--- config.mk ---
export PLATFORM = sky130hd
export DESIGN_NAME = icrp_config_port
export DESIGN_NICKNAME = d
export VERILOG_FILES = /design/src/core/icrp_pkg.sv /design/src/core/icrp_reg_if.sv /design/src/core/icrp_config_port.sv /design/src/core/icrp_region_reg.sv
export SDC_FILE = /design/constraint.sdc
export NUM_CORES = 1
export LEC_CHECK = 0
export BUFFER_PORTS_ARGS = -buffer_cell sky130_fd_sc_hd__buf_2
export CELL_PAD_IN_SITES_DETAIL_PLACEMENT = 1
export CELL_PAD_IN_SITES_GLOBAL_PLACEMENT = 1
export CORE_MARGIN = 2
export CORE_UTILIZATION = 45
export CTS_CLUSTER_DIAMETER = 100
export DETAILED_ROUTE_END_ITERATION = 7
export HOLD_SLACK_MARGIN = 0.03
export MAX_ROUTING_LAYER = met4
export PLACE_DENSITY = 0.95
export SYNTH_ARGS = -nofsm -noshare
export SYNTH_HDL_FRONTEND = slang
export SYNTH_HIERARCHICAL = 1
export SYNTH_SLANG_ARGS = --single-unit
--- constraint.sdc ---
create_clock -name sys_clk -period 6.8 [get_ports sys_clk]
set_input_delay 1.02 -clock sys_clk [delete_from_list [all_inputs] [get_ports sys_clk]]
set_output_delay 1.02 -clock sys_clk [all_outputs]
set_load 0.01 [all_outputs]
--- src/core/icrp_pkg.sv ---
// Constants for the indexed configuration register port
package icrp_pkg;
    localparam logic [15:0] PORT_INDEX        = 16'h0022;
    localparam logic [15:0] PORT_DATA         = 16'h0023;
    localparam logic [7:0]  IDX_LO            = 8'hC0;
    localparam logic [7:0]  IDX_HI            = 8'hCF;
    localparam logic [7:0]  IDX_CPC_A         = 8'hC0;
    localparam logic [7:0]  IDX_CPC_B         = 8'hC1;
    localparam logic [7:0]  REGION_SPAN       = 8'h02;
    localparam int          REGION_COUNT      = 4;
    localparam logic [7:0]  REGION_BASE [4]   = '{8'hC4, 8'hC7, 8'hCA, 8'hCD};
    localparam logic [7:0]  CPC_RESET         = 8'h00;
    localparam logic [23:0] REGION_ZERO_RESET = 24'h000000;
    localparam logic [23:0] REGION_ONE_RESET  = 24'h00000F;
endpackage : icrp_pkg

--- src/core/icrp_reg_if.sv ---
// Write and readback bundle for one region register
interface icrp_reg_if;
    logic        wr_en;
    logic [1:0]  byte_sel;
    logic [7:0]  wdata;
    logic [23:0] value;
    modport store (input wr_en, input byte_sel, input wdata, output value);
    modport ctrl  (output wr_en, output byte_sel, output wdata, input value);
endinterface : icrp_reg_if

--- src/core/icrp_config_port.sv ---
// Index and data port front end for the configuration registers
module icrp_config_port
    import icrp_pkg::*;
(
    input  wire logic        sys_clk,
    input  wire logic        reset,
    input  wire logic        io_req,
    input  wire logic        io_write,
    input  wire logic [15:0] io_addr,
    input  wire logic [7:0]  io_wdata,
    output logic             io_done,
    output logic             ext_req,
    output logic [7:0]       io_rdata,
    output logic [7:0]       cache_power_control_a,
    output logic [7:0]       cache_power_control_b,
    output logic [23:0]      uncached_region_one,
    output logic [23:0]      uncached_region_two,
    output logic [23:0]      uncached_region_three,
    output logic [23:0]      uncached_region_four
);
    logic [7:0]  idx;
    logic        idx_valid;
    logic [7:0]  next_rdata;
    logic [23:0] region_value [REGION_COUNT];
    logic        is_index;
    logic        is_data;
    logic        in_range;
    logic        take_index;
    logic        data_hit;
    logic        data_wr;
    logic        internal;

    assign is_index   = (io_addr == PORT_INDEX);
    assign is_data    = (io_addr == PORT_DATA);
    assign in_range   = (io_wdata >= IDX_LO) && (io_wdata <= IDX_HI);
    assign take_index = io_req && io_write && is_index && in_range;
    // Data port only hits while an index is armed
    assign data_hit   = io_req && is_data && idx_valid;
    assign data_wr    = data_hit && io_write;
    assign internal   = take_index || data_hit;

    // Index capture and arming
    // Reads of the index port are not decoded and go off-chip
    always_ff @(posedge sys_clk)
    begin
        if (reset)
        begin
            idx       <= 8'h00;
            idx_valid <= 1'b0;
        end
        else if (io_req && io_write && is_index)
        begin
            idx       <= io_wdata;
            idx_valid <= in_range;
        end
        // One data access per index write
        else if (io_req && is_data)
            idx_valid <= 1'b0;
    end

    always_ff @(posedge sys_clk)
    begin
        if (reset)
        begin
            io_done <= 1'b0;
            ext_req <= 1'b0;
        end
        else
        begin
            io_done <= internal;
            ext_req <= io_req && !internal;
        end
    end

    always_ff @(posedge sys_clk)
    begin
        if (reset)
        begin
            cache_power_control_a <= CPC_RESET;
            cache_power_control_b <= CPC_RESET;
        end
        else if (data_wr && idx == IDX_CPC_A)
            cache_power_control_a <= io_wdata;
        else if (data_wr && idx == IDX_CPC_B)
            cache_power_control_b <= io_wdata;
    end

    for (genvar g = 0; g < REGION_COUNT; g++)
    begin : gen_region
        icrp_reg_if regbus ();
        assign regbus.wr_en    = data_wr && (idx >= REGION_BASE[g]) && (idx <= 8'(REGION_BASE[g] + REGION_SPAN));
        assign regbus.byte_sel = 2'(idx - REGION_BASE[g]);
        assign regbus.wdata    = io_wdata;
        assign region_value[g] = regbus.value;
        // Only region one starts at full size
        icrp_region_reg #(
            .RESET_VALUE (g == 0 ? REGION_ONE_RESET : REGION_ZERO_RESET)
        ) u_region (
            .sys_clk (sys_clk),
            .reset   (reset),
            .bus     (regbus)
        );
    end

    assign uncached_region_one   = region_value[0];
    assign uncached_region_two   = region_value[1];
    assign uncached_region_three = region_value[2];
    assign uncached_region_four  = region_value[3];

    always_comb
    begin
        next_rdata = 8'h00;
        if (idx == IDX_CPC_A)
            next_rdata = cache_power_control_a;
        else if (idx == IDX_CPC_B)
            next_rdata = cache_power_control_b;
        for (int k = 0; k < REGION_COUNT; k++)
        begin
            if (idx == REGION_BASE[k])
                next_rdata = region_value[k][23:16];
            else if (idx == 8'(REGION_BASE[k] + 8'h01))
                next_rdata = region_value[k][15:8];
            else if (idx == 8'(REGION_BASE[k] + REGION_SPAN))
                next_rdata = region_value[k][7:0];
        end
    end

    // Read data held until the next internal read
    always_ff @(posedge sys_clk)
    begin
        if (reset)
            io_rdata <= 8'h00;
        else if (data_hit && !io_write)
            io_rdata <= next_rdata;
    end
endmodule : icrp_config_port

--- src/core/icrp_region_reg.sv ---
// One 24-bit region register written a byte at a time
module icrp_region_reg
    import icrp_pkg::*;
#(
    parameter logic [23:0] RESET_VALUE = REGION_ZERO_RESET
)
(
    input wire logic   sys_clk,
    input wire logic   reset,
    icrp_reg_if.store  bus
);
    always_ff @(posedge sys_clk)
    begin
        if (reset)
            bus.value <= RESET_VALUE;
        else if (bus.wr_en)
        begin
            case (bus.byte_sel)
                2'h0:    bus.value[23:16] <= bus.wdata;
                2'h1:    bus.value[15:8]  <= bus.wdata;
                default: bus.value[7:0]   <= bus.wdata;
            endcase
        end
    end
endmodule : icrp_region_reg

==> results of run 1 <==
==> layer usage <==
layer	global-route usage [%]	routed length, um	vias up
met5	-	0	-
met4	13.6	1040	0
met3	8.00	2020	89
met2	51.2	12200	341
met1	38.2	10700	3462
li1	-	-	3123
==> placed cells by master (no fill, tap or decap), drive strengths merged, types with 3 or more instances in the layout <==
master    instances
clkinvlp          3
inv              16
nand2b          102
nand3            41
o211ai            5
a22oi             4
nand3b            5
a21oi            52
and2              3
buf             156
nor4              7
mux2i            86
a31oi             3
nor2b            15
o21ai            25
and3              9
and4              3
ha                5
a2111oi           4
a211o             4
o22ai             8
or3b              4
nor2             44
nand2            38
dfxtp           131
nor4b             3
nand4             9
a21bo            28
o221ai            4
clkinv            6
a211oi           17
a221oi           12
a21o              4
or3               4
clkbuf           22
and3b             4
nor3             12
==> area by class of cell <==
type	count	area share, %
Clock buffer	22	5.50
Clock inverter	10	1.28
Inverter	17	0.756
Multi-Input combinational cell	591	48.7
Sequential cell	131	31.1
Tap cell	216	3.20
Timing Repair Buffer	156	9.49
==> final timing paths <==
kind,startpoint,to,slack (ns),cells after the start
min,io_rdata[6],io_rdata[6],0.45,2
max,idx[1],gen_region[3].u_region/bus.value[23],2.24,6
max reg2reg,idx[1],gen_region[3].u_region/bus.value[23],2.24,6
min reg2reg,io_rdata[6],io_rdata[6],0.45,2
==> stage by stage <==
stage / std cells / hold slack (ns) / total power (uW)
after CTS: 1143 / 0.456 / 1740
after global placement: 1111 / 0.435 / 839
after detailed placement: 1111 / 0.448 / 841
after global routing: 1143 / 0.510 / 1780
after floorplan: 803 / 0.470 / 811
final: 1143 / 0.453 / 1730
==> registers in the layout (all words and copies together), names as in the netlist <==
register                       count
cache_power_control_a              8
cache_power_control_b              8
ext_req                            1
gen_region.u_region/bus.value     96
idx                                8
idx_valid                          1
io_done                            1
io_rdata                           8
==> tightest hold or removal path, delay by kind of cell (launching register included) <==
family,cells,cell delay [ns]
compound gates,1,0.05
flops,1,0.31
simple gates,1,0.05
==> kinds of logic after synthesis <==
logic type	share of synthesized area, %
compound gates	18.8
buf+inv	5.75
simple gates	25.7
mux	12.1
flops	36.7
fa+ha+maj	0.876
==> power by group <==
part	switching, uW	total (uW)	internal, uW
sequential	0.0931	768	768
combinational	38.3	57.7	19.3
clock	348	903	555
total	386	1730	1340
==> results_dict.tcl, run 1 <==
set metrics [dict create \
    status "complete, no violations" \
    tns_ns 0 \
    powerDensity_mw_per_mm2 205 \
    syn-cell-area_mm2 0.00714 \
    cts_max_level 4 \
    clock-sinks 131 \
    drive_gt1_share_pct 24.8 \
    multi_input_area_mm2 0.00411 \
    drt_iter0_drc 587 \
    die_y_um 130 \
    final.min_clock_period_ns 4.56 \
    worstPathRequired_ns 7.09 \
    startpoint_type "flip-flop" \
    fp.dieW_um 130 \
    area_growth_pct 18.2 \
    cts_tree "done" \
    io_pins 150 \
    max_freq_mhz 219 \
    post_cts_buffers 0 \
    max_stage_delay_ns 1.01 \
    ctsResizeCount 0 \
    cp.arrival_ns 4.85 \
    grt.overflow.total 0 \
    clk_pin_slew_ns 0.06 \
    worstMarginPinSlew_ns 1.09 \
    vias_per_cell 6.14 \
    clk_latency_ns 0.43 \
    hold_viol_final 0 \
    die_area_mm2 0.0169 \
    ctsLongestPathBuffers 2 \
    setup_viol 0 \
    grt_pass1_wl_um 39400 \
    wire_per_inst_um 22.7 \
    fin_nets 947 \
    synth_edf_count 0 \
    gp_congestion 1.00 \
    wl_um 26000 \
    cp_max_fo 26 \
    synth.most_common_cell "dfxtp_1" \
    power.leakage_uw 0.00342 \
    rows 46 \
    ys.flop_type "dfxtp_1" \
    io_buffers 149 \
    avgSynthCellArea_um2 8.89 \
    design_area_mm2 0.00844 \
    synthTopCellsByArea "dfxtp_1 (37%), mux2i_1 (12%), nand2b_1 (8.9%)" \
    netlist_instances 803 \
    place_area_mm2 0.00787 \
    crit_buf_inv 2 \
    core-area_mm2 0.0157 \
    ys_top_cells_by_count "dfxtp_1 (131), nand2b_1 (102), mux2i_1 (86)" \
    cts_buffers 17 \
    regArea_mm2 0.00262 \
    fillers 1882 \
    drc 0 \
    yosys_warnings 6 \
    utilization_pct 53.7 \
    dr_total_vias 7015 \
    fin_ws_ns 2.24 \
    end_kind "flip-flop" \
    initial_core_util_pct 45.4 \
    antenna_cells 0 \
    antenna_found_initial 0 \
    synth_area_leader_cell "dfxtp_1" \
    max_slew_margin_pct 27.3 \
    synth_nets 836 \
    crit_path_top_delay_cell "a211oi_2" \
    dr.pass1.iters 5 \
    rsz0062_at_grt "no" \
    ir_drop_mv 0.173 \
    async_flop_share_pct 0 \
    worstPathCellList "inv_1 -> ha_1 -> clkinv_1 -> a211oi_2 -> or3b_1 -> mux2i_1" \
    post-route-period-util_pct 67.0 \
    cap_violations 0 \
    crit_family "buffers and inverters" \
    grt_pass1_vias 6851 \
    clock-root-buffer "clkbuf_16" \
    place_ws_ns 2.38 \
    hpwl_um 18300 \
    seq_area_frac_synth_pct 36.7 \
    synth_top_cell_area_share_pct 36.7 \
    synth_cell_types 69 \
    grt_max_degree 102 \
    hold_path_class "reg2reg" \
    ant_nets 0 \
    ctsHoldBuffers 0 \
    critPathKind "reg2reg" \
    track_usage_pct 31.9 \
    ys_ff_latch 131 \
    drv_slew 0 \
    clock-skew-final_ns 0.0144 \
]
Note: power is estimated with default switching activity, not from simulation.
==> run 2, diff against run 1 <==
--- a/config.mk
+++ b/config.mk
@@ -9,12 +9,12 @@
 export CELL_PAD_IN_SITES_DETAIL_PLACEMENT = 1
 export CELL_PAD_IN_SITES_GLOBAL_PLACEMENT = 1
 export CORE_MARGIN = 2
-export CORE_UTILIZATION = 45
+export CORE_UTILIZATION = 37
 export CTS_CLUSTER_DIAMETER = 100
 export DETAILED_ROUTE_END_ITERATION = 7
 export HOLD_SLACK_MARGIN = 0.03
 export MAX_ROUTING_LAYER = met4
-export PLACE_DENSITY = 0.95
+export PLACE_DENSITY = 0.84
 export SYNTH_ARGS = -nofsm -noshare
 export SYNTH_HDL_FRONTEND = slang
 export SYNTH_HIERARCHICAL = 1
==> constraint.sdc (replaced) <==
create_clock -name sys_clk -period 3.7 [get_ports sys_clk]
set_input_delay 0.555 -clock sys_clk [delete_from_list [all_inputs] [get_ports sys_clk]]
set_output_delay 0.555 -clock sys_clk [all_outputs]
set_load 0.01 [all_outputs]
==> run 2 against run 1 <==
  * Largest power group unchanged
  * Die area is 21% higher
  * Hold slack got worse by 0.025 ns
  * Design area up 2.6%
  * First-iteration DRC count increased by 6.3%
==> results_dict.tcl, run 2 (same netlist as run 1, synthesis figures left out) <==
set metrics [dict create \
    status "complete, no violations" \
    fin_nets 963 \
    r2r_cells 10 \
    largest_reg_flops 96 \
    die_y_um 143 \
    die_area_mm2 0.0204 \
    fp.dieW_um 143 \
    wire_per_inst_um 22.0 \
    clk_latency_ns 0.43 \
    ant_nets 0 \
    track_usage_pct 26.7 \
    hold_path_class "in2reg" \
    cap_violations 0 \
    cts_buffers 17 \
    tns_ns 0 \
    clock-skew-final_ns 0.0100 \
    startpoint_type "flip-flop" \
    cp.arrival_ns 3.52 \
    vias_per_cell 5.75 \
    gp_congestion 0.955 \
    wl_um 26400 \
    multi_input_area_mm2 0.00412 \
    power.leakage_uw 0.00351 \
    final.min_clock_period_ns 3.23 \
    ctsHoldBuffers 0 \
    hpwl_um 18900 \
    io_pins 150 \
    post_cts_buffers 0 \
    grt.overflow.total 0 \
    io_buffers 149 \
    ir_drop_mv 0.313 \
    initial_core_util_pct 37.9 \
    clock-sinks 131 \
    rsz0062_at_grt "no" \
    powerDensity_mw_per_mm2 375 \
    whs_path_depth 2 \
    dr.pass1.iters 5 \
    clk_pin_slew_ns 0.06 \
    cts_tree "done" \
    fillers 2268 \
    worstPathRequired_ns 4.00 \
    place_area_mm2 0.00806 \
    ctsResizeCount 0 \
    dr_total_vias 6919 \
    drt_iter0_drc 624 \
    design_area_mm2 0.00866 \
    layout_common_cells "buf_2 (148), dfxtp_1 (131), nand2b_1 (102), mux2i_1 (86), a21oi_1 (52)" \
    max_slew_margin_pct 37.7 \
    grt_max_degree 86 \
    critPathKind "reg2reg" \
    ctsLongestPathBuffers 2 \
    top_register "gen_region.u_region/bus.value" \
    antenna_found_initial 0 \
    regArea_mm2 0.00262 \
    antenna_cells 0 \
    cp_max_fo 23 \
    final_common_cell "buf_2" \
    drv_slew 0 \
    rows 50 \
    post-route-period-util_pct 87.2 \
    drive_gt1_share_pct 26.1 \
    grt_pass1_wl_um 40100 \
    worstMarginPinSlew_ns 0.932 \
    drc 0 \
    cts_max_level 4 \
    grt_pass1_vias 6879 \
    area_growth_pct 21.3 \
    hold_viol_final 0 \
    setup_viol 0 \
    clock-root-buffer "clkbuf_16" \
    core-area_mm2 0.0188 \
    max_freq_mhz 310 \
    end_kind "flip-flop" \
]
==> run 2: cell types whose count changed in the layout (fill, tap and decap cells not counted), sizes merged <==
cell,previous run,this run
buf,156,172
bufinv,2,3
clkbuf,22,23
clkinv,6,5
clkinvlp,3,2
==> run 2: layer usage <==
metal,track usage [%],wire length (um),vias to the layer above
li1,-,-,3160
met5,-,0,-
met3,4.96,1490,37
met1,34.2,11900,3474
met2,43.1,12600,248
met4,7.92,494,0
==> run 2: report_power, final <==
group | total [uW] | switching, uW | internal [uW]
logic | 107 | 70.5 | 36.8
registers | 1410 | 0.124 | 1410
clock network | 1720 | 632 | 1090
total | 3240 | 703 | 2540
==> run 2: critical path: stages (launching register included) <==
cell,delay (ns)
dfxtp_1,0.57
inv_1,0.20
buf_4,0.26
ha_1,0.28
buf_4,0.23
a21oi_1,0.08
o21ai_0,0.20
o211ai_1,0.12
nor3_1,0.31
or3b_1,0.63
mux2i_1,0.20
==> run 2: path summary, 6_finish.rpt <==
kind	start	end	slack, ns
max	idx[1]	gen_region[1].u_region/bus.value[23]	0.47
min	io_req	ext_req	0.43
max reg2reg	idx[1]	gen_region[1].u_region/bus.value[23]	0.47
min reg2reg	io_rdata[1]	io_rdata[1]	0.47
==> run 2: final cells by class <==
| cell class | instances | share of cell area [%] |
|---|---|---|
| Multi-Input combinational cell | 591 | 47.5 |
| Sequential cell | 131 | 30.3 |
| Timing Repair Buffer | 172 | 10.8 |
| Clock buffer | 23 | 5.41 |
| Tap cell | 260 | 3.76 |
| Clock inverter | 9 | 1.49 |
| Inverter | 17 | 0.737 |
==> run 2: per-stage QoR <==
stage	hold slack, ns	setup WS [ns]	total power (uW)	util [%]	std cells
6_report	0.428	0.475	3240	46.0	1203
5_1_grt	0.428	0.342	3320	46.0	1203
2_1_floorplan	0.470	1.12	1490	-	803
4_1_cts	0.424	0.530	3260	46.0	1203
3_5_place_dp	0.444	0.539	1550	42.8	1171
3_3_place_gp	0.439	0.586	1550	42.8	1171
==> run 3, diff against run 2 <==
--- a/config.mk
+++ b/config.mk
@@ -12,9 +12,10 @@
 export CORE_UTILIZATION = 37
 export CTS_CLUSTER_DIAMETER = 100
 export DETAILED_ROUTE_END_ITERATION = 7
+export GPL_TIMING_DRIVEN = 0
 export HOLD_SLACK_MARGIN = 0.03
 export MAX_ROUTING_LAYER = met4
-export PLACE_DENSITY = 0.84
+export PLACE_DENSITY = 0.72
 export SYNTH_ARGS = -nofsm -noshare
 export SYNTH_HDL_FRONTEND = slang
 export SYNTH_HIERARCHICAL = 1
==> run 3 against run 2 <==
  * Worst setup slack got worse by 0.20 ns
  * Sequential share of layout area decreased by 0.42 points
  * Hold slack improved by 0.022 ns
  * Critical endpoint is now gen_region[2].u_region/bus.value[19]
  * Largest cell class unchanged
  * Largest power group unchanged
==> results_dict.tcl, run 3 (same netlist as run 1, synthesis figures left out) <==
set metrics [dict create \
    antenna_cells 0 \
    hpwl_um 20200 \
    crit_family "buffers and inverters" \
    ir_drop_mv 0.275 \
    startpoint_type "flip-flop" \
    dr_total_vias 6968 \
    worstMarginPinSlew_ns 0.727 \
    dr.pass1.iters 5 \
    fin_nets 1004 \
    crit_buf_inv 4 \
    final.min_clock_period_ns 3.43 \
    place_ws_ns 0.330 \
    cts_tree "done" \
    vias_per_cell 5.61 \
    ctsLongestPathBuffers 2 \
    max_stage_delay_ns 0.47 \
    clock-skew-final_ns 0.00971 \
    status "complete, no violations" \
    clk_pin_slew_ns 0.06 \
    placed_cells 1212 \
    die_y_um 143 \
    die_area_mm2 0.0204 \
    p_int_uw 2500 \
    max_slew_margin_pct 51.2 \
    drv_slew 0 \
    drc 0 \
    antenna_found_initial 0 \
    power.share.clock_pct 52.4 \
    clk_latency_ns 0.43 \
    powerDensity_mw_per_mm2 365 \
    seqPwrFrac_pct 44.0 \
    ant_nets 0 \
    final_common_cell "buf_2" \
    ctsHoldBuffers 0 \
    core-area_mm2 0.0188 \
    end_kind "flip-flop" \
    fp.dieW_um 143 \
    io_buffers 149 \
    area_growth_pct 23.0 \
    track_usage_pct 28.2 \
    initial_core_util_pct 37.9 \
    grt_pass1_vias 6931 \
    worstPathRequired_ns 4.01 \
    post_cts_buffers 0 \
    rows 50 \
    io_pins 150 \
    grt.overflow.total 0 \
    critPathKind "reg2reg" \
    grt_pass1_wl_um 41900 \
    hold_path_class "in2reg" \
    hold_viol_final 0 \
    wire_per_inst_um 22.2 \
    p_comb_share_pct 3.6 \
    clock-sinks 131 \
    setup_viol 0 \
    rsz0062_at_grt "no" \
    drive_gt1_share_pct 25.7 \
    drt_iter0_drc 511 \
    final-instance-count-excl-fill 1242 \
    wl_um 27500 \
    clock-root-buffer "clkbuf_16" \
    cap_violations 0 \
    p_switching_uw 707 \
    worstPathCellList "inv_1 -> ha_1 -> clkbuf_1 -> and3_1 -> a31oi_1 -> nor3_1 -> buf_4 -> or3b_1 -> buf_6 -> mux2i_1" \
    cp.arrival_ns 3.73 \
    total_power_uw 3210 \
    top_register "gen_region.u_region/bus.value" \
    max_freq_mhz 292 \
    largest_reg_flops 96 \
    ctsResizeCount 0 \
    p_sw_share_pct 22.0 \
    layout_common_cells "buf_2 (168), dfxtp_1 (131), nand2b_1 (102), mux2i_1 (86), a21oi_1 (52)" \
    power.leakage_uw 0.00360 \
    fin_ws_ns 0.274 \
    post-route-period-util_pct 92.6 \
    gp_congestion 0.969 \
    grt_max_degree 22 \
    cp_max_fo 11 \
    crit_path_top_delay_cell "dfxtp_1" \
    cts_buffers 17 \
    cts_max_level 4 \
    tns_ns 0 \
]
-- run 3: cell count changes in the layout (fill, tap and decap cells not counted), sizes merged --
cell      change
clkbuf       +33
bufinv        -1
buf          +10
clkinvlp      -2
clkinv        -1
-- run 3: per-layer routing --
layer | up-vias | wire length [um] | global-route usage (%)
met2 | 247 | 12800 | 44.4
met1 | 3437 | 12600 | 37.1
met3 | 49 | 1470 | 4.12
met4 | 0 | 694 | 9.95
met5 | - | 0 | -
li1 | 3235 | - | -
-- run 3: power by group through the flow --
stage / clock [uW] / combinational (uW) / sequential (uW)
global placement: 0 / 112 / 1440
floorplan: 0 / 48.4 / 1440
finish: 1680 / 115 / 1410
global route: 1750 / 123 / 1410
CTS: 1700 / 114 / 1410
detailed placement: 0 / 113 / 1440
-- run 3: path summary, 6_finish.rpt --
kind,startpoint,slack (ns),endpoint,depth (start not counted)
setup reg to reg,idx[0],0.27,gen_region[2].u_region/bus.value[19],10
setup / recovery,idx[0],0.27,gen_region[2].u_region/bus.value[19],10
hold reg to reg,io_rdata[3],0.45,io_rdata[3],2
hold / removal,io_req,0.45,ext_req,2
-- run 3: final cells by class --
class	count	area, um2
buffer	64	347
clock buffer	25	495
clock inverter	5	75.1
fill	2268	10100
inverter	17	63.8
multi-input combinational	591	4110
sequential	131	2620
tap	260	325
timing repair buffer	149	746
-- run 3: stage by stage --
step                hold slack, ns  cell area [um2]  util [%]
finish                       0.451             8780      46.6
CTS                          0.437             8780      46.6
global placement             0.453             8210      43.6
floorplan                    0.470             7140         -
detailed placement           0.449             8210      43.6
global route                 0.460             8780      46.6
